`src/upe_defines.svh`:
```
// How it works
// ep0 flush write resets fifo pointer and clears set ready flag; else no effect
// ep0 service bits clear setup-end or receive-ready; they self-clear
// ep0 send-stall aborts transaction, stall goes out, then bit clears itself
// control transfer ending before data-end sets setup-end, interrupts, flushes fifo
// software sets ep0 data-end for last or zero-length packets; device clears it
// stall handshake sent sets stall-sent; non-zero endpoints also flush, drop ready
// transmit-ready set by software, cleared when packet sent, interrupt on clearing
// received packet sets receive-ready and interrupts; full flag when fifo cannot accept
// auto-set raises transmit-ready when exactly a maximum-size packet is loaded
// isochronous select bit chooses isochronous, else bulk or interrupt transfers
// direction bit picks transmit (1) or receive (0) on shared fifo endpoints
// dma request for an endpoint only while its dma-enable bit is set
// software sets transmit dma mode; clears receive dma mode before receive dma
// force-toggle switches data toggle and drops packet regardless of ack
// clear-toggle resets the endpoint data toggle to zero
// send-stall on non-zero endpoint stalls tokens until cleared; ignored when isochronous
// endpoint flush drops next packet, resets pointer, clears ready; needs ready set
// in token while transmit-ready clear sets sticky underrun flag
// not-empty flag shows at least one packet in the transmit fifo
// auto-clear drops receive-ready after maximum payload bytes unloaded; up to 1024
// no-nyet makes high-speed bulk receive ack all; isochronous reports packet_id_error there
// isochronous data-error follows receive-ready, overrun on lost packet; bulk reads zero
// four-bit endpoint select picks which endpoint registers appear in the map
// transmit maximum payload field is the size auto-set compares against
`ifndef UPE_DEFINES_SVH
`define UPE_DEFINES_SVH

`define UPE_NUM_EP 4
`define UPE_ADR_SEL 8'h00
`define UPE_ADR_EP0 8'h04
`define UPE_ADR_TXCSR 8'h08
`define UPE_ADR_TXMAX 8'h0c
`define UPE_ADR_RXMAX 8'h10
`define UPE_ADR_RXCSR 8'h14

`define UPE_IDX_SEL 3'h0
`define UPE_IDX_EP0 3'h1
`define UPE_IDX_TXCSR 3'h2
`define UPE_IDX_TXMAX 3'h3
`define UPE_IDX_RXMAX 3'h4
`define UPE_IDX_RXCSR 3'h5
`define UPE_IDX_NONE 3'h7

`define UPE_EP0_FLUSH 8
`define UPE_EP0_SERV_SETUP 7
`define UPE_EP0_SERV_RX 6
`define UPE_EP0_SEND_STALL 5
`define UPE_EP0_SETUP_END 4
`define UPE_EP0_DATA_END 3
`define UPE_EP0_STALL_SENT 2
`define UPE_EP0_TX_READY 1
`define UPE_EP0_RX_READY 0

`define UPE_TX_AUTO_SET 15
`define UPE_TX_ISO 14
`define UPE_TX_DIR 13
`define UPE_TX_DMA_EN 12
`define UPE_TX_FORCE_TOG 11
`define UPE_TX_DMA_MODE 10
`define UPE_TX_CLR_TOG 6
`define UPE_TX_STALL_SENT 5
`define UPE_TX_SEND_STALL 4
`define UPE_TX_FLUSH 3
`define UPE_TX_UNDERRUN 2
`define UPE_TX_NOT_EMPTY 1
`define UPE_TX_READY 0
`define UPE_TX_CFG_MASK 16'hf410

`define UPE_RX_AUTO_CLEAR 15
`define UPE_RX_ISO 14
`define UPE_RX_DMA_EN 13
`define UPE_RX_NO_NYET 12
`define UPE_RX_DMA_MODE 11
`define UPE_RX_CLR_TOG 7
`define UPE_RX_STALL_SENT 6
`define UPE_RX_SEND_STALL 5
`define UPE_RX_FLUSH 4
`define UPE_RX_DATA_ERR 3
`define UPE_RX_OVERRUN 2
`define UPE_RX_FULL 1
`define UPE_RX_READY 0
`define UPE_RX_CFG_MASK 16'hf820

`define UPE_MAXP_W 11
`define UPE_CSR_RESET 16'h0000

`endif

```
`src/upe_pkg.sv`:
```
`include "upe_defines.svh"
package upe_pkg;
   // one event from the usb packet engine, its flags pulse for one cycle
   typedef struct packed {
      logic [3:0] ep;
      logic dir_in;
      logic tx_done;
      logic rx_done;
      logic rx_crc_err;
      logic rx_pid_err;
      logic rx_no_room;
      logic in_token;
      logic stall_done;
      logic ctrl_abort;
      logic ctrl_done;
   } upe_link_evt_s;

   // cpu side fifo port activity with running byte count of the packet
   typedef struct packed {
      logic [3:0] ep;
      logic load;
      logic unload;
      logic [`UPE_MAXP_W-1:0] count;
   } upe_cpu_fifo_s;

   typedef struct packed {
      logic tx_ready;
      logic rx_ready;
      logic stall;
      logic data_end;
      logic flush;
      logic irq;
   } upe_ep0_out_s;

   typedef struct packed {
      logic [`UPE_NUM_EP-1:0] tx_ready;
      logic [`UPE_NUM_EP-1:0] rx_ready;
      logic [`UPE_NUM_EP-1:0] tx_stall;
      logic [`UPE_NUM_EP-1:0] rx_stall;
      logic [`UPE_NUM_EP-1:0] tx_iso;
      logic [`UPE_NUM_EP-1:0] rx_iso;
      logic [`UPE_NUM_EP-1:0] tx_dir;
      logic [`UPE_NUM_EP-1:0] no_nyet;
      logic [`UPE_NUM_EP-1:0] tx_toggle;
      logic [`UPE_NUM_EP-1:0] rx_toggle;
      logic [`UPE_NUM_EP-1:0] tx_flush;
      logic [`UPE_NUM_EP-1:0] rx_flush;
      logic [`UPE_NUM_EP-1:0] tx_dma_req;
      logic [`UPE_NUM_EP-1:0] rx_dma_req;
      logic [`UPE_NUM_EP-1:0] tx_irq;
      logic [`UPE_NUM_EP-1:0] rx_irq;
   } upe_ep_out_s;
endpackage

```
`src/upe_endpoint_csr.sv`:
```
`timescale 1ns/1ps
`default_nettype none
`include "upe_defines.svh"
module upe_endpoint_csr (
   // clock and reset
   input wire logic clk_i,
   input wire logic rst_i,
   input wire logic ce_i,
   // wishbone slave
   input wire logic wb_cyc_i,
   input wire logic wb_stb_i,
   input wire logic wb_we_i,
   input wire logic [31:0] wb_adr_i,
   input wire logic [3:0] wb_sel_i,
   input wire logic [31:0] wb_dat_i,
   output logic [31:0] wb_dat_o,
   output logic wb_ack_o,
   // usb packet engine
   input wire upe_pkg::upe_link_evt_s evt_i,
   input wire logic [`UPE_NUM_EP-1:0] tx_pkt_held_i,
   input wire logic [`UPE_NUM_EP-1:0] rx_full_i,
   // cpu fifo port activity
   input wire upe_pkg::upe_cpu_fifo_s fifo_i,
   // controls to engine, dma and interrupt logic
   output upe_pkg::upe_ep0_out_s ep0_o,
   output upe_pkg::upe_ep_out_s ep_o
);
   localparam int N = `UPE_NUM_EP;

   logic take;
   logic [2:0] idx;

   upe_wb_slave u_slave (
      .clk_i(clk_i),
      .rst_i(rst_i),
      .ce_i(ce_i),
      .wb_cyc_i(wb_cyc_i),
      .wb_stb_i(wb_stb_i),
      .wb_adr_i(wb_adr_i),
      .wb_ack_o(wb_ack_o),
      .take_o(take),
      .idx_o(idx)
   );

   // byte lanes turn into a bit mask; unselected lanes are not written, except in the max payload registers, which take all bits
   wire logic [15:0] lane = {{8{wb_sel_i[1]}}, {8{wb_sel_i[0]}}};
   wire logic [15:0] w1 = wb_dat_i[15:0] & lane;
   wire logic [15:0] w0 = ~wb_dat_i[15:0] & lane;
   wire logic wr = take & wb_we_i;
   wire logic wr_sel = wr & (idx == `UPE_IDX_SEL);
   wire logic wr_ep0 = wr & (idx == `UPE_IDX_EP0);
   wire logic wr_tx = wr & (idx == `UPE_IDX_TXCSR);
   wire logic wr_txm = wr & (idx == `UPE_IDX_TXMAX);
   wire logic wr_rxm = wr & (idx == `UPE_IDX_RXMAX);
   wire logic wr_rx = wr & (idx == `UPE_IDX_RXCSR);

   logic [3:0] ep_sel_q;
   logic [3:0] ep_sel_d;
   assign ep_sel_d = (wr_sel & wb_sel_i[0]) ? wb_dat_i[3:0] : ep_sel_q;

   // endpoint 0 state
   logic tx0_q, rx0_q, stall0_q, sent0_q, setup_end_q, data_end_q, flush0_q, irq0_q;
   wire logic ev0 = (evt_i.ep == 4'h0);
   wire logic txdone0 = ev0 & evt_i.tx_done;
   wire logic rxdone0 = ev0 & evt_i.rx_done;
   wire logic stalled0 = ev0 & evt_i.stall_done;
   wire logic abort0 = ev0 & evt_i.ctrl_abort & ~data_end_q;
   wire logic flush0 = wr_ep0 & w1[`UPE_EP0_FLUSH] & (tx0_q | rx0_q);
   wire logic serv_rx0 = wr_ep0 & w1[`UPE_EP0_SERV_RX];
   wire logic serv_su0 = wr_ep0 & w1[`UPE_EP0_SERV_SETUP];
   // a stall ends the transaction, so the ready flags go with it
   wire logic kill0 = flush0 | abort0 | stalled0;
   wire logic tx0_d = (tx0_q & ~(txdone0 | kill0)) | (wr_ep0 & w1[`UPE_EP0_TX_READY]);
   wire logic rx0_d = (rx0_q & ~(serv_rx0 | kill0)) | rxdone0;
   wire logic stall0_d = (stall0_q & ~stalled0) | (wr_ep0 & w1[`UPE_EP0_SEND_STALL]);
   wire logic sent0_d = (sent0_q & ~(wr_ep0 & w0[`UPE_EP0_STALL_SENT])) | stalled0;
   wire logic setup_end_d = (setup_end_q & ~serv_su0) | abort0;
   wire logic data_end_d = (data_end_q & ~(ev0 & (evt_i.ctrl_done | evt_i.ctrl_abort)))
                           | (wr_ep0 & w1[`UPE_EP0_DATA_END]);
   wire logic irq0_d = (txdone0 & tx0_q) | rxdone0 | abort0;

   // non-zero endpoint state, bit e is endpoint e+1
   logic [15:0] tx_cfg_q [N];
   logic [15:0] rx_cfg_q [N];
   logic [15:0] tx_cfg_d [N];
   logic [15:0] rx_cfg_d [N];
   logic [`UPE_MAXP_W-1:0] txmax_q [N];
   logic [`UPE_MAXP_W-1:0] rxmax_q [N];
   logic [`UPE_MAXP_W-1:0] txmax_d [N];
   logic [`UPE_MAXP_W-1:0] rxmax_d [N];
   logic [15:0] tx_word [N];
   logic [15:0] rx_word [N];
   logic [N-1:0] txr_q, txr_d, rxr_q, rxr_d;
   logic [N-1:0] txs_q, txs_d, rxs_q, rxs_d;
   logic [N-1:0] und_q, und_d, ovr_q, ovr_d;
   logic [N-1:0] derr_q, derr_d, pid_q, pid_d;
   logic [N-1:0] txf_q, txf_d, rxf_q, rxf_d;
   logic [N-1:0] txi_q, txi_d, rxi_q, rxi_d;
   logic [N-1:0] tx_clr_tog, rx_clr_tog, tx_flip, rx_flip;
   logic [N-1:0] tx_tog, rx_tog;

   genvar e;
   generate
      for (e = 0; e < N; e++) begin : g_ep
         wire logic me = (ep_sel_q == 4'(e + 1));
         wire logic hit = (evt_i.ep == 4'(e + 1));
         wire logic wt = wr_tx & me;
         wire logic wrx = wr_rx & me;
         wire logic tiso = tx_cfg_q[e][`UPE_TX_ISO];
         wire logic riso = rx_cfg_q[e][`UPE_RX_ISO];
         wire logic tdone = hit & evt_i.tx_done;
         wire logic rdone = hit & evt_i.rx_done;
         wire logic tstall = hit & evt_i.stall_done & evt_i.dir_in;
         wire logic rstall = hit & evt_i.stall_done & ~evt_i.dir_in;
         wire logic tforce = wt & w1[`UPE_TX_FORCE_TOG];
         wire logic tflush = wt & w1[`UPE_TX_FLUSH] & txr_q[e];
         wire logic rflush = wrx & w1[`UPE_RX_FLUSH] & rxr_q[e];
         wire logic aset = tx_cfg_q[e][`UPE_TX_AUTO_SET] & fifo_i.load
                           & (fifo_i.ep == 4'(e + 1)) & (fifo_i.count == txmax_q[e]);
         wire logic aclr = rx_cfg_q[e][`UPE_RX_AUTO_CLEAR] & fifo_i.unload & rxr_q[e]
                           & (fifo_i.ep == 4'(e + 1)) & (fifo_i.count == rxmax_q[e]);
         wire logic tdrop = tdone | tflush | tstall | tforce;
         wire logic rdrop = (wrx & w0[`UPE_RX_READY]) | aclr | rflush | rstall;
         wire logic [15:0] tmask = `UPE_TX_CFG_MASK & lane;
         wire logic [15:0] rmask = `UPE_RX_CFG_MASK & lane;

         assign tx_cfg_d[e] = wt ? ((tx_cfg_q[e] & ~tmask) | (wb_dat_i[15:0] & tmask))
                                 : tx_cfg_q[e];
         assign rx_cfg_d[e] = wrx ? ((rx_cfg_q[e] & ~rmask) | (wb_dat_i[15:0] & rmask))
                                  : rx_cfg_q[e];
         assign txmax_d[e] = (wr_txm & me) ? wb_dat_i[`UPE_MAXP_W-1:0] : txmax_q[e];
         assign rxmax_d[e] = (wr_rxm & me) ? wb_dat_i[`UPE_MAXP_W-1:0] : rxmax_q[e];
         assign txr_d[e] = (txr_q[e] & ~tdrop) | (wt & w1[`UPE_TX_READY]) | aset;
         assign rxr_d[e] = (rxr_q[e] & ~rdrop) | rdone;
         assign txs_d[e] = (txs_q[e] & ~(wt & w0[`UPE_TX_STALL_SENT])) | tstall;
         assign rxs_d[e] = (rxs_q[e] & ~(wrx & w0[`UPE_RX_STALL_SENT])) | rstall;
         assign und_d[e] = (und_q[e] & ~(wt & w0[`UPE_TX_UNDERRUN]))
                           | (hit & evt_i.in_token & ~txr_q[e]);
         assign ovr_d[e] = (ovr_q[e] & ~(wrx & w0[`UPE_RX_OVERRUN]))
                           | (hit & evt_i.rx_no_room & riso);
         assign derr_d[e] = (derr_q[e] & ~rdrop) | (rdone & evt_i.rx_crc_err & riso);
         assign pid_d[e] = (pid_q[e] & ~rdrop) | (rdone & evt_i.rx_pid_err & riso);
         assign txf_d[e] = tflush | tstall | tforce;
         assign rxf_d[e] = rflush | rstall;
         // dma mode trades the per-packet interrupt for dma pacing
         assign txi_d[e] = tdone & txr_q[e] & ~tx_cfg_q[e][`UPE_TX_DMA_MODE];
         assign rxi_d[e] = rdone;
         assign tx_clr_tog[e] = wt & w1[`UPE_TX_CLR_TOG];
         assign rx_clr_tog[e] = wrx & w1[`UPE_RX_CLR_TOG];
         assign tx_flip[e] = tdone | tforce;
         assign rx_flip[e] = rdone & ~evt_i.rx_crc_err;

         assign tx_word[e] = (tx_cfg_q[e] & `UPE_TX_CFG_MASK)
                             | {10'h000, txs_q[e], 2'b00, und_q[e],
                                tx_pkt_held_i[e], txr_q[e]};
         // bulk endpoints read zero for the isochronous-only flags
         assign rx_word[e] = ((rx_cfg_q[e] & `UPE_RX_CFG_MASK & 16'hefff)
                             | {3'b000, riso ? pid_q[e] : rx_cfg_q[e][`UPE_RX_NO_NYET], 12'h000})
                             | {9'h000, rxs_q[e], rx_cfg_q[e][`UPE_RX_SEND_STALL], 1'b0,
                                derr_q[e] & riso, ovr_q[e] & riso,
                                rx_full_i[e], rxr_q[e]};
      end
   endgenerate

   upe_toggle_bank u_tx_tog (
      .clk_i(clk_i),
      .rst_i(rst_i),
      .ce_i(ce_i),
      .clr_i(tx_clr_tog),
      .flip_i(tx_flip),
      .tog_o(tx_tog)
   );

   upe_toggle_bank u_rx_tog (
      .clk_i(clk_i),
      .rst_i(rst_i),
      .ce_i(ce_i),
      .clr_i(rx_clr_tog),
      .flip_i(rx_flip),
      .tog_o(rx_tog)
   );

   // read selection by endpoint select; absent endpoints read zero
   wire logic ep_ok = (ep_sel_q != 4'h0) & (ep_sel_q <= 4'(N));
   wire logic [1:0] ep_ix = 2'(ep_sel_q - 4'h1);
   wire logic [15:0] ep0_word = {7'h00, 3'b000, stall0_q, setup_end_q, data_end_q,
                                 sent0_q, tx0_q, rx0_q};
   wire logic [15:0] rd_word =
      (idx == `UPE_IDX_SEL) ? {12'h000, ep_sel_q} :
      (idx == `UPE_IDX_EP0) ? ep0_word :
      !ep_ok ? 16'h0000 :
      (idx == `UPE_IDX_TXCSR) ? tx_word[ep_ix] :
      (idx == `UPE_IDX_TXMAX) ? {5'h00, txmax_q[ep_ix]} :
      (idx == `UPE_IDX_RXMAX) ? {5'h00, rxmax_q[ep_ix]} :
      (idx == `UPE_IDX_RXCSR) ? rx_word[ep_ix] : 16'h0000;

   logic [15:0] rd_q;
   assign wb_dat_o = {16'h0000, rd_q};

   always_ff @(posedge clk_i) begin
      if (rst_i) begin
         rd_q <= 16'h0000;
         ep_sel_q <= 4'h0;
      end else if (ce_i) begin
         if (take) begin
            rd_q <= rd_word;
         end
         ep_sel_q <= ep_sel_d;
      end
   end

   always_ff @(posedge clk_i) begin
      if (rst_i) begin
         {tx0_q, rx0_q, stall0_q, sent0_q} <= 4'h0;
         {setup_end_q, data_end_q, flush0_q, irq0_q} <= 4'h0;
      end else if (ce_i) begin
         {tx0_q, rx0_q, stall0_q, sent0_q} <= {tx0_d, rx0_d, stall0_d, sent0_d};
         {setup_end_q, data_end_q} <= {setup_end_d, data_end_d};
         flush0_q <= flush0 | abort0;
         irq0_q <= irq0_d;
      end
   end

   always_ff @(posedge clk_i) begin
      if (rst_i) begin
         {txr_q, rxr_q, txs_q, rxs_q} <= '0;
         {und_q, ovr_q, derr_q, pid_q} <= '0;
         {txf_q, rxf_q, txi_q, rxi_q} <= '0;
      end else if (ce_i) begin
         {txr_q, rxr_q, txs_q, rxs_q} <= {txr_d, rxr_d, txs_d, rxs_d};
         {und_q, ovr_q, derr_q, pid_q} <= {und_d, ovr_d, derr_d, pid_d};
         {txf_q, rxf_q, txi_q, rxi_q} <= {txf_d, rxf_d, txi_d, rxi_d};
      end
   end

   always_ff @(posedge clk_i) begin
      for (int i = 0; i < N; i++) begin
         if (rst_i) begin
            tx_cfg_q[i] <= `UPE_CSR_RESET;
            rx_cfg_q[i] <= `UPE_CSR_RESET;
            txmax_q[i] <= '0;
            rxmax_q[i] <= '0;
         end else if (ce_i) begin
            tx_cfg_q[i] <= tx_cfg_d[i];
            rx_cfg_q[i] <= rx_cfg_d[i];
            txmax_q[i] <= txmax_d[i];
            rxmax_q[i] <= rxmax_d[i];
         end
      end
   end

   assign ep0_o.tx_ready = tx0_q;
   assign ep0_o.rx_ready = rx0_q;
   assign ep0_o.stall = stall0_q;
   assign ep0_o.data_end = data_end_q;
   assign ep0_o.flush = flush0_q;
   assign ep0_o.irq = irq0_q;

   logic [N-1:0] tx_iso_v, rx_iso_v, tx_dir_v, nonyet_v, tx_st_v, rx_st_v, tx_den, rx_den;
   always_comb begin
      for (int i = 0; i < N; i++) begin
         tx_iso_v[i] = tx_cfg_q[i][`UPE_TX_ISO];
         rx_iso_v[i] = rx_cfg_q[i][`UPE_RX_ISO];
         tx_dir_v[i] = tx_cfg_q[i][`UPE_TX_DIR];
         nonyet_v[i] = rx_cfg_q[i][`UPE_RX_NO_NYET];
         tx_st_v[i] = tx_cfg_q[i][`UPE_TX_SEND_STALL];
         rx_st_v[i] = rx_cfg_q[i][`UPE_RX_SEND_STALL];
         tx_den[i] = tx_cfg_q[i][`UPE_TX_DMA_EN];
         rx_den[i] = rx_cfg_q[i][`UPE_RX_DMA_EN];
      end
   end

   assign ep_o.tx_ready = txr_q;
   assign ep_o.rx_ready = rxr_q;
   assign ep_o.tx_stall = tx_st_v & ~tx_iso_v;
   assign ep_o.rx_stall = rx_st_v & ~rx_iso_v;
   assign ep_o.tx_iso = tx_iso_v;
   assign ep_o.rx_iso = rx_iso_v;
   assign ep_o.tx_dir = tx_dir_v;
   assign ep_o.no_nyet = nonyet_v & ~rx_iso_v;
   assign ep_o.tx_toggle = tx_tog;
   assign ep_o.rx_toggle = rx_tog;
   assign ep_o.tx_flush = txf_q;
   assign ep_o.rx_flush = rxf_q;
   assign ep_o.tx_dma_req = tx_den & ~txr_q;
   assign ep_o.rx_dma_req = rx_den & rxr_q;
   assign ep_o.tx_irq = txi_q;
   assign ep_o.rx_irq = rxi_q;
endmodule
`default_nettype wire

```
`src/upe_wb_slave.sv`:
```
`timescale 1ns/1ps
`default_nettype none
`include "upe_defines.svh"
module upe_wb_slave (
   // clock and reset
   input wire logic clk_i,
   input wire logic rst_i,
   input wire logic ce_i,
   // wishbone request
   input wire logic wb_cyc_i,
   input wire logic wb_stb_i,
   input wire logic [31:0] wb_adr_i,
   // decode
   output logic wb_ack_o,
   output logic take_o,
   output logic [2:0] idx_o
);
   logic ack_q;
   wire logic page_hit = (wb_adr_i[31:8] == 24'h000000);
   wire logic [7:0] low = wb_adr_i[7:0];

   // one new access per request, ack stands one cycle
   assign take_o = wb_cyc_i & wb_stb_i & ~ack_q & ce_i;
   assign wb_ack_o = ack_q;
   assign idx_o = !page_hit ? `UPE_IDX_NONE :
                  (low == `UPE_ADR_SEL) ? `UPE_IDX_SEL :
                  (low == `UPE_ADR_EP0) ? `UPE_IDX_EP0 :
                  (low == `UPE_ADR_TXCSR) ? `UPE_IDX_TXCSR :
                  (low == `UPE_ADR_TXMAX) ? `UPE_IDX_TXMAX :
                  (low == `UPE_ADR_RXMAX) ? `UPE_IDX_RXMAX :
                  (low == `UPE_ADR_RXCSR) ? `UPE_IDX_RXCSR : `UPE_IDX_NONE;

   always_ff @(posedge clk_i) begin
      if (rst_i) begin
         ack_q <= 1'b0;
      end else if (ce_i) begin
         ack_q <= take_o;
      end
   end
endmodule
`default_nettype wire

```
`src/upe_toggle_bank.sv`:
```
`timescale 1ns/1ps
`default_nettype none
`include "upe_defines.svh"
module upe_toggle_bank (
   // clock and reset
   input wire logic clk_i,
   input wire logic rst_i,
   input wire logic ce_i,
   // per endpoint controls
   input wire logic [`UPE_NUM_EP-1:0] clr_i,
   input wire logic [`UPE_NUM_EP-1:0] flip_i,
   output logic [`UPE_NUM_EP-1:0] tog_o
);
   logic [`UPE_NUM_EP-1:0] tog_q;
   // software clear wins over a flip in the same cycle
   wire logic [`UPE_NUM_EP-1:0] tog_d = ~clr_i & (tog_q ^ flip_i);

   assign tog_o = tog_q;

   always_ff @(posedge clk_i) begin
      if (rst_i) begin
         tog_q <= '0;
      end else if (ce_i) begin
         tog_q <= tog_d;
      end
   end
endmodule
`default_nettype wire

```
`config.mk`:
```
export PLATFORM = sky130hd
export DESIGN_NAME = upe_endpoint_csr
export DESIGN_NICKNAME = d
export VERILOG_FILES = /design/src/upe_pkg.sv /design/src/upe_endpoint_csr.sv /design/src/upe_wb_slave.sv /design/src/upe_toggle_bank.sv
export VERILOG_INCLUDE_DIRS = /design/src
export SDC_FILE = /design/constraint.sdc
export NUM_CORES = 1
export LEC_CHECK = 0
export ABC_CLOCK_PERIOD_IN_PS = 3450
export BUFFER_PORTS_ARGS = -buffer_cell sky130_fd_sc_hd__buf_2
export CAP_MARGIN = 20
export CORE_UTILIZATION = 40
export CTS_CLUSTER_DIAMETER = 200
export DETAILED_ROUTE_END_ITERATION = 10
export PLACE_DENSITY = 0.68
export SLEW_MARGIN = 30
export SYNTH_ARGS = -nofsm -noshare
export SYNTH_HDL_FRONTEND = slang
export SYNTH_SLANG_ARGS = --single-unit
```
`constraint.sdc`:
```
create_clock -name clk_i -period 3.45 [get_ports clk_i]
set_clock_uncertainty 0.1 [all_clocks]
set_input_delay 0.1725 -clock clk_i [delete_from_list [all_inputs] [get_ports clk_i]]
set_output_delay 0.1725 -clock clk_i [all_outputs]
set_load 0.01 [all_outputs]
```
# --- Yosys cells after proc, flatten, opt, wreduce, memory -nomap -nowiden ---
# Memory sizes are Yosys's and may differ from the RTL's.
# Index checks and enable logic that the tools add are counted.
word_totals:
  reg_bits: 85
  ram_bits: 216
  inputBits: 113
  out_inout_bits: 103
  elab_cells: 561
  n_memories: 4
classes:
  add_sub_neg: 1
  n_lt_le_gt_ge: 2
  eq_ne: 30
  muxes: 61
  n_bitwise: 431
  n_reduce_logical: 7
memory_table:
  columns: ["memory", "depth", "word_bits", "read_ports", "rd_ports_with_merged_regs", "write_ports", "line_no", "rtl"]
  rows:
  - ["rx_cfg_q", 4, 16, 4, 0, 4, "upe_endpoint_csr.sv:84", "logic [15:0] rx_cfg_q [N];"]
  - ["tx_cfg_q", 4, 16, 4, 0, 4, "upe_endpoint_csr.sv:83", "logic [15:0] tx_cfg_q [N];"]
  - ["rxmax_q", 4, 11, 5, 0, 4, "upe_endpoint_csr.sv:88", "logic [`UPE_MAXP_W-1:0] rxmax_q [N];"]
  - ["txmax_q", 4, 11, 5, 0, 4, "upe_endpoint_csr.sv:87", "logic [`UPE_MAXP_W-1:0] txmax_q [N];"]
ops:
  columns: ["op", "count"]
  rows:
  - ["16-bit two-way mux", 27]
  - ["1-bit AND", 233]
  - ["11-bit two-way mux", 16]
  - ["16-bit AND", 10]
  - ["16-bit bitwise OR", 8]
  - ["1-bit bitwise OR", 106]
  - ["11-bit equality test", 8]
  - ["16-bit binary-select mux with 2-bit select", 2]
  - ["16-bit by 13-bit bitwise OR with 16-bit output", 4]
  - ["16-bit by 6-bit bitwise OR with 16-bit output", 4]
  - ["16-bit by 7-bit bitwise OR with 16-bit output", 4]
  - ["1-bit inverter", 42]
  - ["16-bit inverter", 2]
  - ["4-bit AND", 7]
  - ["4-bit by 2-bit equality test with 1-bit output (second input constant)", 6]
  - ["24-bit zero test", 1]
  - ["4-bit inverter", 5]
  - ["3-bit two-way mux", 6]
  - ["8-bit by 4-bit equality test with 1-bit output (second input constant)", 2]
  - ["8-bit by 5-bit equality test with 1-bit output (second input constant)", 2]
  - ["12-bit AND", 1]
  - ["4-bit by 1-bit equality test with 1-bit output (second input constant)", 3]
  - ["4-bit by 3-bit equality test with 1-bit output (second input constant)", 3]
  - ["1-bit two-way mux", 9]
  - ["17 further kinds", 21]

# --- Depth between registers and ports, before layout ---
# Gate-level depths: netlist of the first run.
logic_depth:
  depth_word: 20
  depth_mapped: 12
  ltp_nobuf: 8

# --- Modules after synthesis ---
# Synthesis of the first run repeated with hierarchy kept, for this count alone.
unflattened:
  hier_cells: 1155
  hier_area_um2: 12195.4
modules_own_cells:
  columns: ["mod", "instances", "cells_each", "area_each_um2", "seq_area_each_um2"]
  rows:
  - ["upe_endpoint_csr", 1, 1096, 11653.7, 5605.4]
  - ["upe_toggle_bank", 2, 20, 205.2, 80.1]
  - ["upe_wb_slave", 1, 19, 131.4, 20.0]

# --- Least setup slack after synthesis of the first run ---
# No wires, ideal clock.
synth_timing:
  path_kind: "flip-flop to flip-flop"
  startpoint: "register ep_sel_q[0]"
  endpoint: "register rd_q[7]"
  setup_time_ns: 0.132
  arrival_time_ns: 2.851
  required_time_ns: 3.218
  slack_ns: 0.367
  path_stages_with_launch: 11
  n_path_buf: 5
  period_less_slack_ns: 3.083
  path_cell_list: "dfxtp_1 buf_2 buf_2 inv_1 ha_1 buf_2 buf_1 clkbuf_1 mux4_2 a22oi_1 a21oi_1"
synth_via:
  elab_chain_len: 12
  elab_cells_between_ends: 20
  cone_classes: "add/sub (1); order compare (1); mux (13); bitwise (2); reduce/logical (1); memory (2)"
synth_rtl:
  columns: ["item", "line_no", "rtl"]
  rows:
  - ["start: declaration", "upe_endpoint_csr.sv:57", "logic [3:0] ep_sel_q;"]
  - ["start signal: assignment", "upe_endpoint_csr.sv:208", "ep_sel_q <= ep_sel_d;"]
  - ["2-bit by 1-bit subtractor with 2-bit output", "upe_endpoint_csr.sv:185", "wire logic [1:0] ep_ix = 2'(ep_sel_q - 4'h1);"]
  - ["2-bit inverter with 3-bit output (not written as such)", "upe_endpoint_csr.sv:192, upe_endpoint_csr.sv:195", null]
  - ["16-bit binary-select mux with 2-bit select", "upe_endpoint_csr.sv:195", "(idx == `UPE_IDX_RXCSR) ? rx_word[ep_ix] : 16'h0000;"]
  - ["16-bit two-way mux (not written as such) (2 in a row)", "upe_endpoint_csr.sv:195", null]
  - ["16-bit two-way mux", "upe_endpoint_csr.sv:195", null]
  - ["16-bit two-way mux", "upe_endpoint_csr.sv:194", "(idx == `UPE_IDX_RXMAX) ? {5'h00, rxmax_q[ep_ix]} :"]
  - ["16-bit two-way mux", "upe_endpoint_csr.sv:193", "(idx == `UPE_IDX_TXMAX) ? {5'h00, txmax_q[ep_ix]} :"]
  - ["16-bit two-way mux", "upe_endpoint_csr.sv:192", "(idx == `UPE_IDX_TXCSR) ? tx_word[ep_ix] :"]
  - ["16-bit two-way mux *", "upe_endpoint_csr.sv:191", "!ep_ok ? 16'h0000 :"]
  - ["16-bit two-way mux *", "upe_endpoint_csr.sv:190", "(idx == `UPE_IDX_EP0) ? ep0_word :"]
  - ["16-bit two-way mux *", "upe_endpoint_csr.sv:189", "(idx == `UPE_IDX_SEL) ? {12'h000, ep_sel_q} :"]
  - ["end signal: assignment", "upe_endpoint_csr.sv:206", "rd_q <= rd_word;"]
  - ["end: declaration", "upe_endpoint_csr.sv:197", "logic [15:0] rd_q;"]
# Every way passes the cells marked *; elsewhere a longest branch is shown, timed or not. The select of a mux whose other input is x is not followed.
# A chain may end at the register's enable or synchronous reset.

# --- Worst setup path after layout of the first run ---
layout_timing:
  startpoint: "register ep_sel_q[1]"
  endpoint: "register rd_q[10]"
# Same word-level chain as after synthesis.

==> results.md, run 1 <==
- The flow ran to the end, and the final reports show no timing, DRC or antenna violations.
- The critical path is of the reg2reg type.
- The TritonCTS clock tree is built.
- In the final design database the tool counted ~1400 nets.
- Across all layers, the routed design uses 10500 vias.
- The worst setup path is captured at a register.
- The total count of hold-check failures in the final report was 0.
- The maximum root-to-sink buffer count is 3.
- The relative area change from synthesis to final layout is 17.7%.
- The switching fraction of total power is a little over a quarter.
- The depth of the worst register-to-register path is 9.
- The floorplan has 63 rows.
- The floorplan step set the die width to ~180 microns.
- The path class of the tightest hold or removal check is in2reg.
- The hold path depth is 4.
- Headroom to the max-slew limit came out at between 40% and 50%.
- The floorplan step set the die height to ~180 microns.
- Summing all non-filler instances in the final layout gives an area of about 14000 sq um.
- The reg2reg setup slack is 0.72 ns.
- The number of enable-type register cells in the synthesized netlist is between 100 and 150.
- Setup violations remaining at the end of the flow were counted as 0.
- The peak clock frequency supported by timing is between 300 and 400 MHz.
- The routed wire length is roughly 43 mm.
- For this design, the slowest cell found on the critical path is sky130_fd_sc_hd__ha_2.
- Synthesis produced a netlist whose cell count is around 1100.
- The kind of start point of the critical path is a register.
- The fraction of final layout cells sized beyond drive strength 1 is between 20% and 30%.
- The biggest area contributor in the post-synthesis netlist is sky130_fd_sc_hd__edfxtp_1.
- The number of buffers inserted by port buffering is roughly 180.
- The power dissipated by switching net loads is 1.63 mW.
- Adding up every negative setup slack in the final design gives 0 ns.
- The number of pins with negative max-slew slack in the final report is 0.
- The most common cell in the synthesized netlist is sky130_fd_sc_hd__edfxtp_1.
- Global routing used a little over a quarter of the available tracks.
- At the pin with the least slew margin, the transition time is roughly 0.79 ns.
- Setup repair after global routing left no endpoint under its margin.
- The final RePlAce weighted congestion is around 0.98.
- The first global-routing pass estimated ~63 mm of wire.
- The largest net degree at the start of global routing is between 50 and 60.
- around 220 I/O pins were placed.
- The maximum level of the CTS H-tree is 1.
- The internal cell power is around 4.6 mW.
- The combinational share of power is 11.1%.
- For this configuration, the core starts out at a cell density of about two fifths.
- The starting DRC count in detailed routing is roughly 1300.
- The die covers 30900 sq um.
- Dividing the synthesized area by the synthesized cell count gives about 11 sq um.
- After detailed routing, the number of vias per cell comes to ~6.
- Of the post-synthesis cell area, the dominant cell type holds ~34%.
- Data arrives at the worst endpoint at roughly 3.1 ns.
- The post-cts sizing count is 0.
- The HPWL reported at the end of detailed placement is slightly above 30 mm.
- The number of clock sinks is about 220.
- The aggregate global routing overflow is 0.
- The post-route DRC violation count is 0.
- Among the stages of the critical path, the cell type that occurs most often is sky130_fd_sc_hd__a21oi_1.
- The post-route antenna net violation count is 0.
- Clock tree synthesis inserted a total of 24 buffers.
- The delay of the slowest critical-path stage is 0.56 ns.
- The detail-routed net length per standard cell is 25.0 microns.
- The signal on the critical path passes through inv_1, ha_2, buf_4, mux4_2, nand2_1, a21oi_1, a21oi_1, nor3b_1, a31o_2.
- The number of flip-flops and latches in the synthesized netlist is 221.
- The share of the clock period used by the worst path is between 70% and 80%.
- Among all flip-flop cells after synthesis, the most frequent one is sky130_fd_sc_hd__edfxtp_1.
- Summing the sequential cell areas from Yosys gives approximately 48% of the chip area.
- The tree is rooted in a sky130_fd_sc_hd__clkbuf_16.
- The number of distinct library cells after synthesis is 77.
- Yosys attributes the largest share of cell area to sky130_fd_sc_hd__edfxtp_1 34%, sky130_fd_sc_hd__dfxtp_1 14%, sky130_fd_sc_hd__mux4_2 7.6%.
- The power density over the cells is 438 nW/um^2.
- The required time at the endpoint of the critical path is 3.82 ns.
- The cell area after technology mapping is 12100 sq um.
- The worst path needs ~2.7 ns of the cycle, external delays included.
- The multi-input gate area in the final layout is 5720 sq um.
- After detailed placement, the total cell area comes to around 13000 sq um.
- The CTS clock-pin slew for the worst setup and hold paths is roughly 0.070 ns.
- The register share of total power is 48.8%.
- During synthesis, Yosys emitted a total of 0 warnings.
- The number of max-cap violations is 0.
- The worst-case IR drop observed on VDD is around 330 uV.
- The latest clock arrival within the worst-skew pair is ~0.52 ns.
- The fraction of synthesis flops using an asynchronous set or reset pin is 0%.
- The initial antenna violation count is 4.
- The clock network burns roughly 40% of the power.
- The core region is between 20000 and 30000 sq um.
- The register area is around 5800 sq um.
- Ranked by instance count, the synthesized netlist is headed by 136 x sky130_fd_sc_hd__edfxtp_1, 88 x sky130_fd_sc_hd__a21oi_1, 85 x sky130_fd_sc_hd__dfxtp_1.
- The layout filler cell count is approximately 2700.
- In this run the static leakage power is 5.13 nW.
- Of all nets on the critical path, the largest fanout is 14.
- The first detailed-routing pass ran for 5 iterations.
- The via count of the first global-routing pass is 9742.
[final timing paths]
| path | start | end |
|---|---|---|
| max | ep_sel_q[1]$_SDFFE_PP0P_ | rd_q[10]$_SDFFE_PP0P_ |
| min | evt_i[8] | tx0_q$_SDFFE_PP0P_ |
| max reg2reg | ep_sel_q[1]$_SDFFE_PP0P_ | rd_q[10]$_SDFFE_PP0P_ |
| min reg2reg | txi_q[1]$_SDFFE_PP0P_ | txi_q[1]$_SDFFE_PP0P_ |
[per-layer routing]
metal / routed length (microns) / up-vias / part of all wire (%) / global-route usage [%]
li1: - / 4551 / - / -
met1: 17100 / 5125 / 40 / 36.8
met2: 19500 / 739 / 46 / 43.1
met3: 4570 / 103 / 11 / 5.78
met4: 1480 / 4 / 3.5 / 9.28
met5: 22 / - / 0.052 / 0
[final cells by class]
class                   count  share of cell area (%)
diodes                      2                  0.0352
clock buffers              29                    4.50
clock inverters            15                   0.800
inverters                  10                   0.264
multi-input cells         800                    40.2
flip-flops and latches    221                    40.7
well taps                 390                    3.43
repair buffers            243                    10.2
[cells in the final DEF, fill, tap and decap left out, types with 41 or more instances in the layout]
| cell type | n |
|---|---|
| sky130_fd_sc_hd__nand2b_1 | 49 |
| sky130_fd_sc_hd__mux4_2 | 41 |
| sky130_fd_sc_hd__nor2_1 | 69 |
| sky130_fd_sc_hd__dfxtp_1 | 84 |
| sky130_fd_sc_hd__nand2_1 | 67 |
| sky130_fd_sc_hd__edfxtp_1 | 136 |
| sky130_fd_sc_hd__a21oi_1 | 88 |
| sky130_fd_sc_hd__buf_2 | 181 |
| sky130_fd_sc_hd__xnor2_1 | 57 |
[flip-flops by register name, indices dropped and copies added (netlist names), 16 cells and up]
register and flops:
rx_cfg_q 24, rxmax_q 44, txmax_q 44, rd_q 16
tx_cfg_q 24
[power groups by stage]
| stage | registers [mW] | clock network [mW] | logic [mW] |
|---|---|---|---|
| after floorplan | 3.05 | 0 | 0.412 |
| after global placement | 3.08 | 0 | 0.650 |
| after detailed placement | 3.09 | 0 | 0.657 |
| after CTS | 3.04 | 2.50 | 0.679 |
| after global routing | 3.05 | 2.60 | 0.732 |
| final | 3.04 | 2.50 | 0.691 |
[cells by family (layout without fill, tap and decap cells)]
group | after synthesis | count (layout) | share of synthesized area, %
mux | 50 | 50 | 8.39
other cells | 1 | 18 | 0.0310
flops | 221 | 221 | 47.8
compound gates | 249 | 249 | 13.4
xor+xnor | 92 | 92 | 6.66
fa+ha+maj | 4 | 4 | 0.414
simple gates | 389 | 389 | 17.8
buf+inv | 129 | 297 | 5.47
[worst max-delay path: cells and delay by family, from the launching register on]
family / cells / cell delay [ns]
and+or+nand+nor: 2 / 0.53
DFF: 1 / 0.39
buffers and inverters: 2 / 0.44
AOI/OAI and AO/OA: 3 / 0.37
muxes: 1 / 0.29
adders and majority gates: 1 / 0.56
[repair_timing]
item | in CTS | in global routing
endpoints found under the setup margin | 0 | 0
endpoints found under the hold margin | 33 | 0
hold buffers | 20 | 0
buffers inserted | 0 | 0
[metrics by stage]
stage | setup slack (ns) | std cells | util [%] | hold slack [ns] | power [mW]
floorplan | 0.367 | 1150 | - | 0.220 | 3.47
global placement | 0.692 | 1644 | 44.7 | 0.347 | 3.74
detailed placement | 0.696 | 1644 | 44.7 | 0.351 | 3.75
CTS | 0.790 | 1708 | 47.9 | 0.00110 | 6.22
global route | 0.672 | 1708 | 47.9 | 0.0261 | 6.39
finish | 0.716 | 1710 | 47.9 | 0.0142 | 6.23
(Power assumes the default switching activity.)
==> inputs of run 2 (changes only) <==
- ABC_CLOCK_PERIOD_IN_PS: 3450 -> 2200
- PLACE_DENSITY: 0.68 -> 0.71
- clock period: 3.45 -> 2.2 ns (I/O delays scaled with it)
==> results.md, run 2 (same netlist as run 1, synthesis figures left out) <==
- The checks that failed: negative setup slack.
- The number of buffers inserted by port buffering is 181 (unchanged).
- The CTS buffer count was 23 (-4.2%).
- The placement row count is 63 (unchanged).
- The number of iterations in the first detailed-routing pass is 6 (+1).
- The core utilization of the finished layout is 52.0% (+4.1 points).
- The worst slack at placement is -0.289 ns (-0.985 ns).
- The most frequent standard cell in the layout excluding fill and tap cells is sky130_fd_sc_hd__buf_2.
- The switching fraction of total power was 25.2% (-0.94 points).
- The aggregate global routing overflow was 0 (unchanged).
- The largest net degree at the start of global routing is 74 (+30%).
- The clock root buffer is sky130_fd_sc_hd__clkbuf_16.
- The post-route antenna net violation count is 0 (unchanged).
- The post-layout minimum cycle time was 2.27 ns (-0.466 ns).
- The vertical die dimension is 176 microns (unchanged).
- The first-pass GRT wire length is 65.5 mm (+4.5%).
- The power dissipated by switching net loads was 2.60 mW (+60%).
- The die width came to 176 microns (unchanged).
- In the layout the commonest cells are 181 x sky130_fd_sc_hd__buf_2, 136 x sky130_fd_sc_hd__edfxtp_1, 111 x sky130_fd_sc_hd__buf_4.
- The peak clock frequency supported by timing was 441 MHz (+21%).
- The count of pins on the block boundary was 216 (unchanged).
- In the final layout, the registers with the most flip-flops are rxmax_q: 44 flops, txmax_q: 44 flops.
- The worst endpoint data arrival time came to 2.58 ns (-0.52 ns).
- The fraction of final layout cells sized beyond drive strength 1 is 31.0% (+6.2 points).
- The endpoint class of the critical path is a register.
- The final cell count without fillers is 1809 (+5.8%).
- The final hold slack is 0.00717 ns (-0.00700 ns).
- The register share of total power is 46.1% (-2.7 points).
- The starting DRC count in detailed routing is 1367 (+9.0%).
- The detail-routed net length per standard cell is 24.9 microns (-0.38%).
- The maximum vdd drop is 534 uV (+63%).
- The path class of the tightest hold or removal check is in2reg.
- The starting density of the core is 40.7% (unchanged).
- The worst-margin pin slew is 0.579 ns (-0.209 ns).
- The initial antenna violation count was 2 (-2).
- The part of the power in the clock network is 42.2% (+2.1 points).
- The maximum fanout along the worst path came to 4 (-10).
- The area of the core is 29700 sq um (unchanged).
- The CTS clock-pin slew for the worst setup and hold paths is 0.07 ns (about the same).
- The post-placement cell count is 1733 (+5.4%).
- The required time at the endpoint of the critical path came to 2.51 ns (-1.31 ns).
- The final RePlAce weighted congestion is 0.982 (+0.65%).
- The internal cell power is 7.74 mW (+68%).
- The relative max-transition margin was 61.1% (+14 points).
- The global routing usage summed across all routing layers is 28.5% (+1.3 points).
- The via count of the first global-routing pass is 10500 (+7.6%).
- The maximum level of the CTS H-tree came to 1 (unchanged).
- The number of vias after detailed routing is 11100 (+5.2%).
- The number of clock sinks is 221 (unchanged).
- The latest clock arrival within the worst-skew pair is 0.53 ns (about the same).
- The path type of the worst setup path is reg2reg.
- Compared with the post-synthesis result, the final layout area differs by 27.7%.
- The power density over the cells is 669 nW/um^2 (+53%).
- The total count of hold-check failures in the final report is 0 (unchanged).
- The number of pins with negative max-slew slack in the final report is 0 (unchanged).
- The flow ran to the end, but the final reports show violations.
- The combinational share of power was 11.7% (+0.6 points).
- The maximum root-to-sink buffer count came to 3 (unchanged).
- The total design power was 10.3 mW (+66%).
- The final worst-path setup slack came to -0.0683 ns (-0.784 ns).
- The mean number of vias per cell is 6.12 (-0.59%).
- The HPWL reported at the end of detailed placement is 32.6 mm (+6.6%).
- The number of max-cap violations was 0 (unchanged).
- Setup repair after global routing could not meet its margin everywhere.
- The static leakage is 5.81 nW (+13%).
- The final net count is 1518 (+7.1%).
- The kind of start point of the critical path is a register.
- The post-route DRC violation count is 0 (unchanged).
- The count of endpoints failing setup in the final report is 5 (+5).
- The share of the clock period used by the worst path is 103% (+24 points).
- The TritonCTS clock tree is built.
- The die footprint is 30900 sq um (unchanged).
- The routed wire length is 45.0 mm (+5.4%).
==> run 2: changes by cell type in the layout (fill, tap and decap cells not counted), moves of 3 or more <==
cell,delta
sky130_fd_sc_hd__buf_6,+6
sky130_fd_sc_hd__o21ai_0,-4
sky130_fd_sc_hd__clkinv_1,-7
sky130_fd_sc_hd__nor4_1,-3
sky130_fd_sc_hd__bufinv_16,+3
sky130_fd_sc_hd__clkbuf_8,+3
sky130_fd_sc_hd__dlygate4sd3_1,+10
sky130_fd_sc_hd__buf_12,+13
sky130_fd_sc_hd__buf_4,+71
sky130_fd_sc_hd__o31ai_1,-3
sky130_fd_sc_hd__o21ai_1,+4
==> run 2: stage by stage <==
| step | instance area [sq um] | TNS [ns] |
|---|---|---|
| 3_5_place_dp | 14200 | -16.32 |
| 3_3_place_gp | 14200 | -12.67 |
| 5_1_grt | 15400 | -2.23 |
| 6_report | 15400 | -0.114 |
| 4_1_cts | 15300 | -0.0870 |
| 2_1_floorplan | 12200 | -5.03 |
==> run 2: metal layers <==
| metal | GRT usage (%) | routed length (microns) | vias to the layer above |
|---|---|---|---|
| li1 | - | - | 4744 |
| met1 | 38.5 | 17800 | 5388 |
| met2 | 44.8 | 20200 | 809 |
| met3 | 4.87 | 4930 | 123 |
| met4 | 12.6 | 2070 | 2 |
| met5 | 0 | 8 | - |
==> run 2: layout make-up <==
type | instances | area, sq um
Fill cell | 2559 | 14300
Multi-Input combinational cell | 800 | 5830
Sequential cell | 221 | 5790
Timing Repair Buffer | 345 | 2450
Clock buffer | 30 | 674
Tap cell | 390 | 488
Clock inverter | 12 | 170
Inverter | 10 | 45.0
Antenna cell | 1 | 2.50
==> run 2: power groups by stage <==
stage	Combinational, mW	Sequential (mW)	Clock (mW)
detailed placement	1.13	4.84	0
global placement	1.12	4.83	0
floorplan	0.649	4.79	0
finish	1.21	4.76	4.36
CTS	1.18	4.75	4.37
global route	1.27	4.77	4.52
==> run 2: path summary, 6_finish.rpt <==
kind                             from  cells past startpoint  slack, ns                       endpoint
max          ep_sel_q[0]$_SDFFE_PP0P_                      7      -0.07           rd_q[2]$_SDFFE_PP0P_
min                      wb_dat_i[12]                      3      0.007  rx_cfg_q[1][12]$_SDFFCE_PN0P_
max reg2reg  ep_sel_q[0]$_SDFFE_PP0P_                      7      -0.07           rd_q[2]$_SDFFE_PP0P_
min reg2reg     rd_q[11]$_SDFFE_PP0P_                      2       0.36          rd_q[11]$_SDFFE_PP0P_
==> run 2: what timing repair did <==
action                                 in CTS  in global routing
buffers inserted                            0                  2
endpoints found under the hold margin      63                  0
pin swaps                                   4                  4
gates cloned                                0                  1
setup endpoints to repair                  40                 78
resized for setup                           9                 14
hold buffers                               30                  0
==> run 2: worst max-delay path, stage by stage, from the launching register on <==
cell,delay (ns)
sky130_fd_sc_hd__dfxtp_4,0.39
sky130_fd_sc_hd__inv_8,0.04
sky130_fd_sc_hd__ha_4,0.31
sky130_fd_sc_hd__mux4_2,0.55
sky130_fd_sc_hd__mux2_4,0.28
sky130_fd_sc_hd__nor4_2,0.20
sky130_fd_sc_hd__nor4b_1,0.08
sky130_fd_sc_hd__a22o_1,0.21
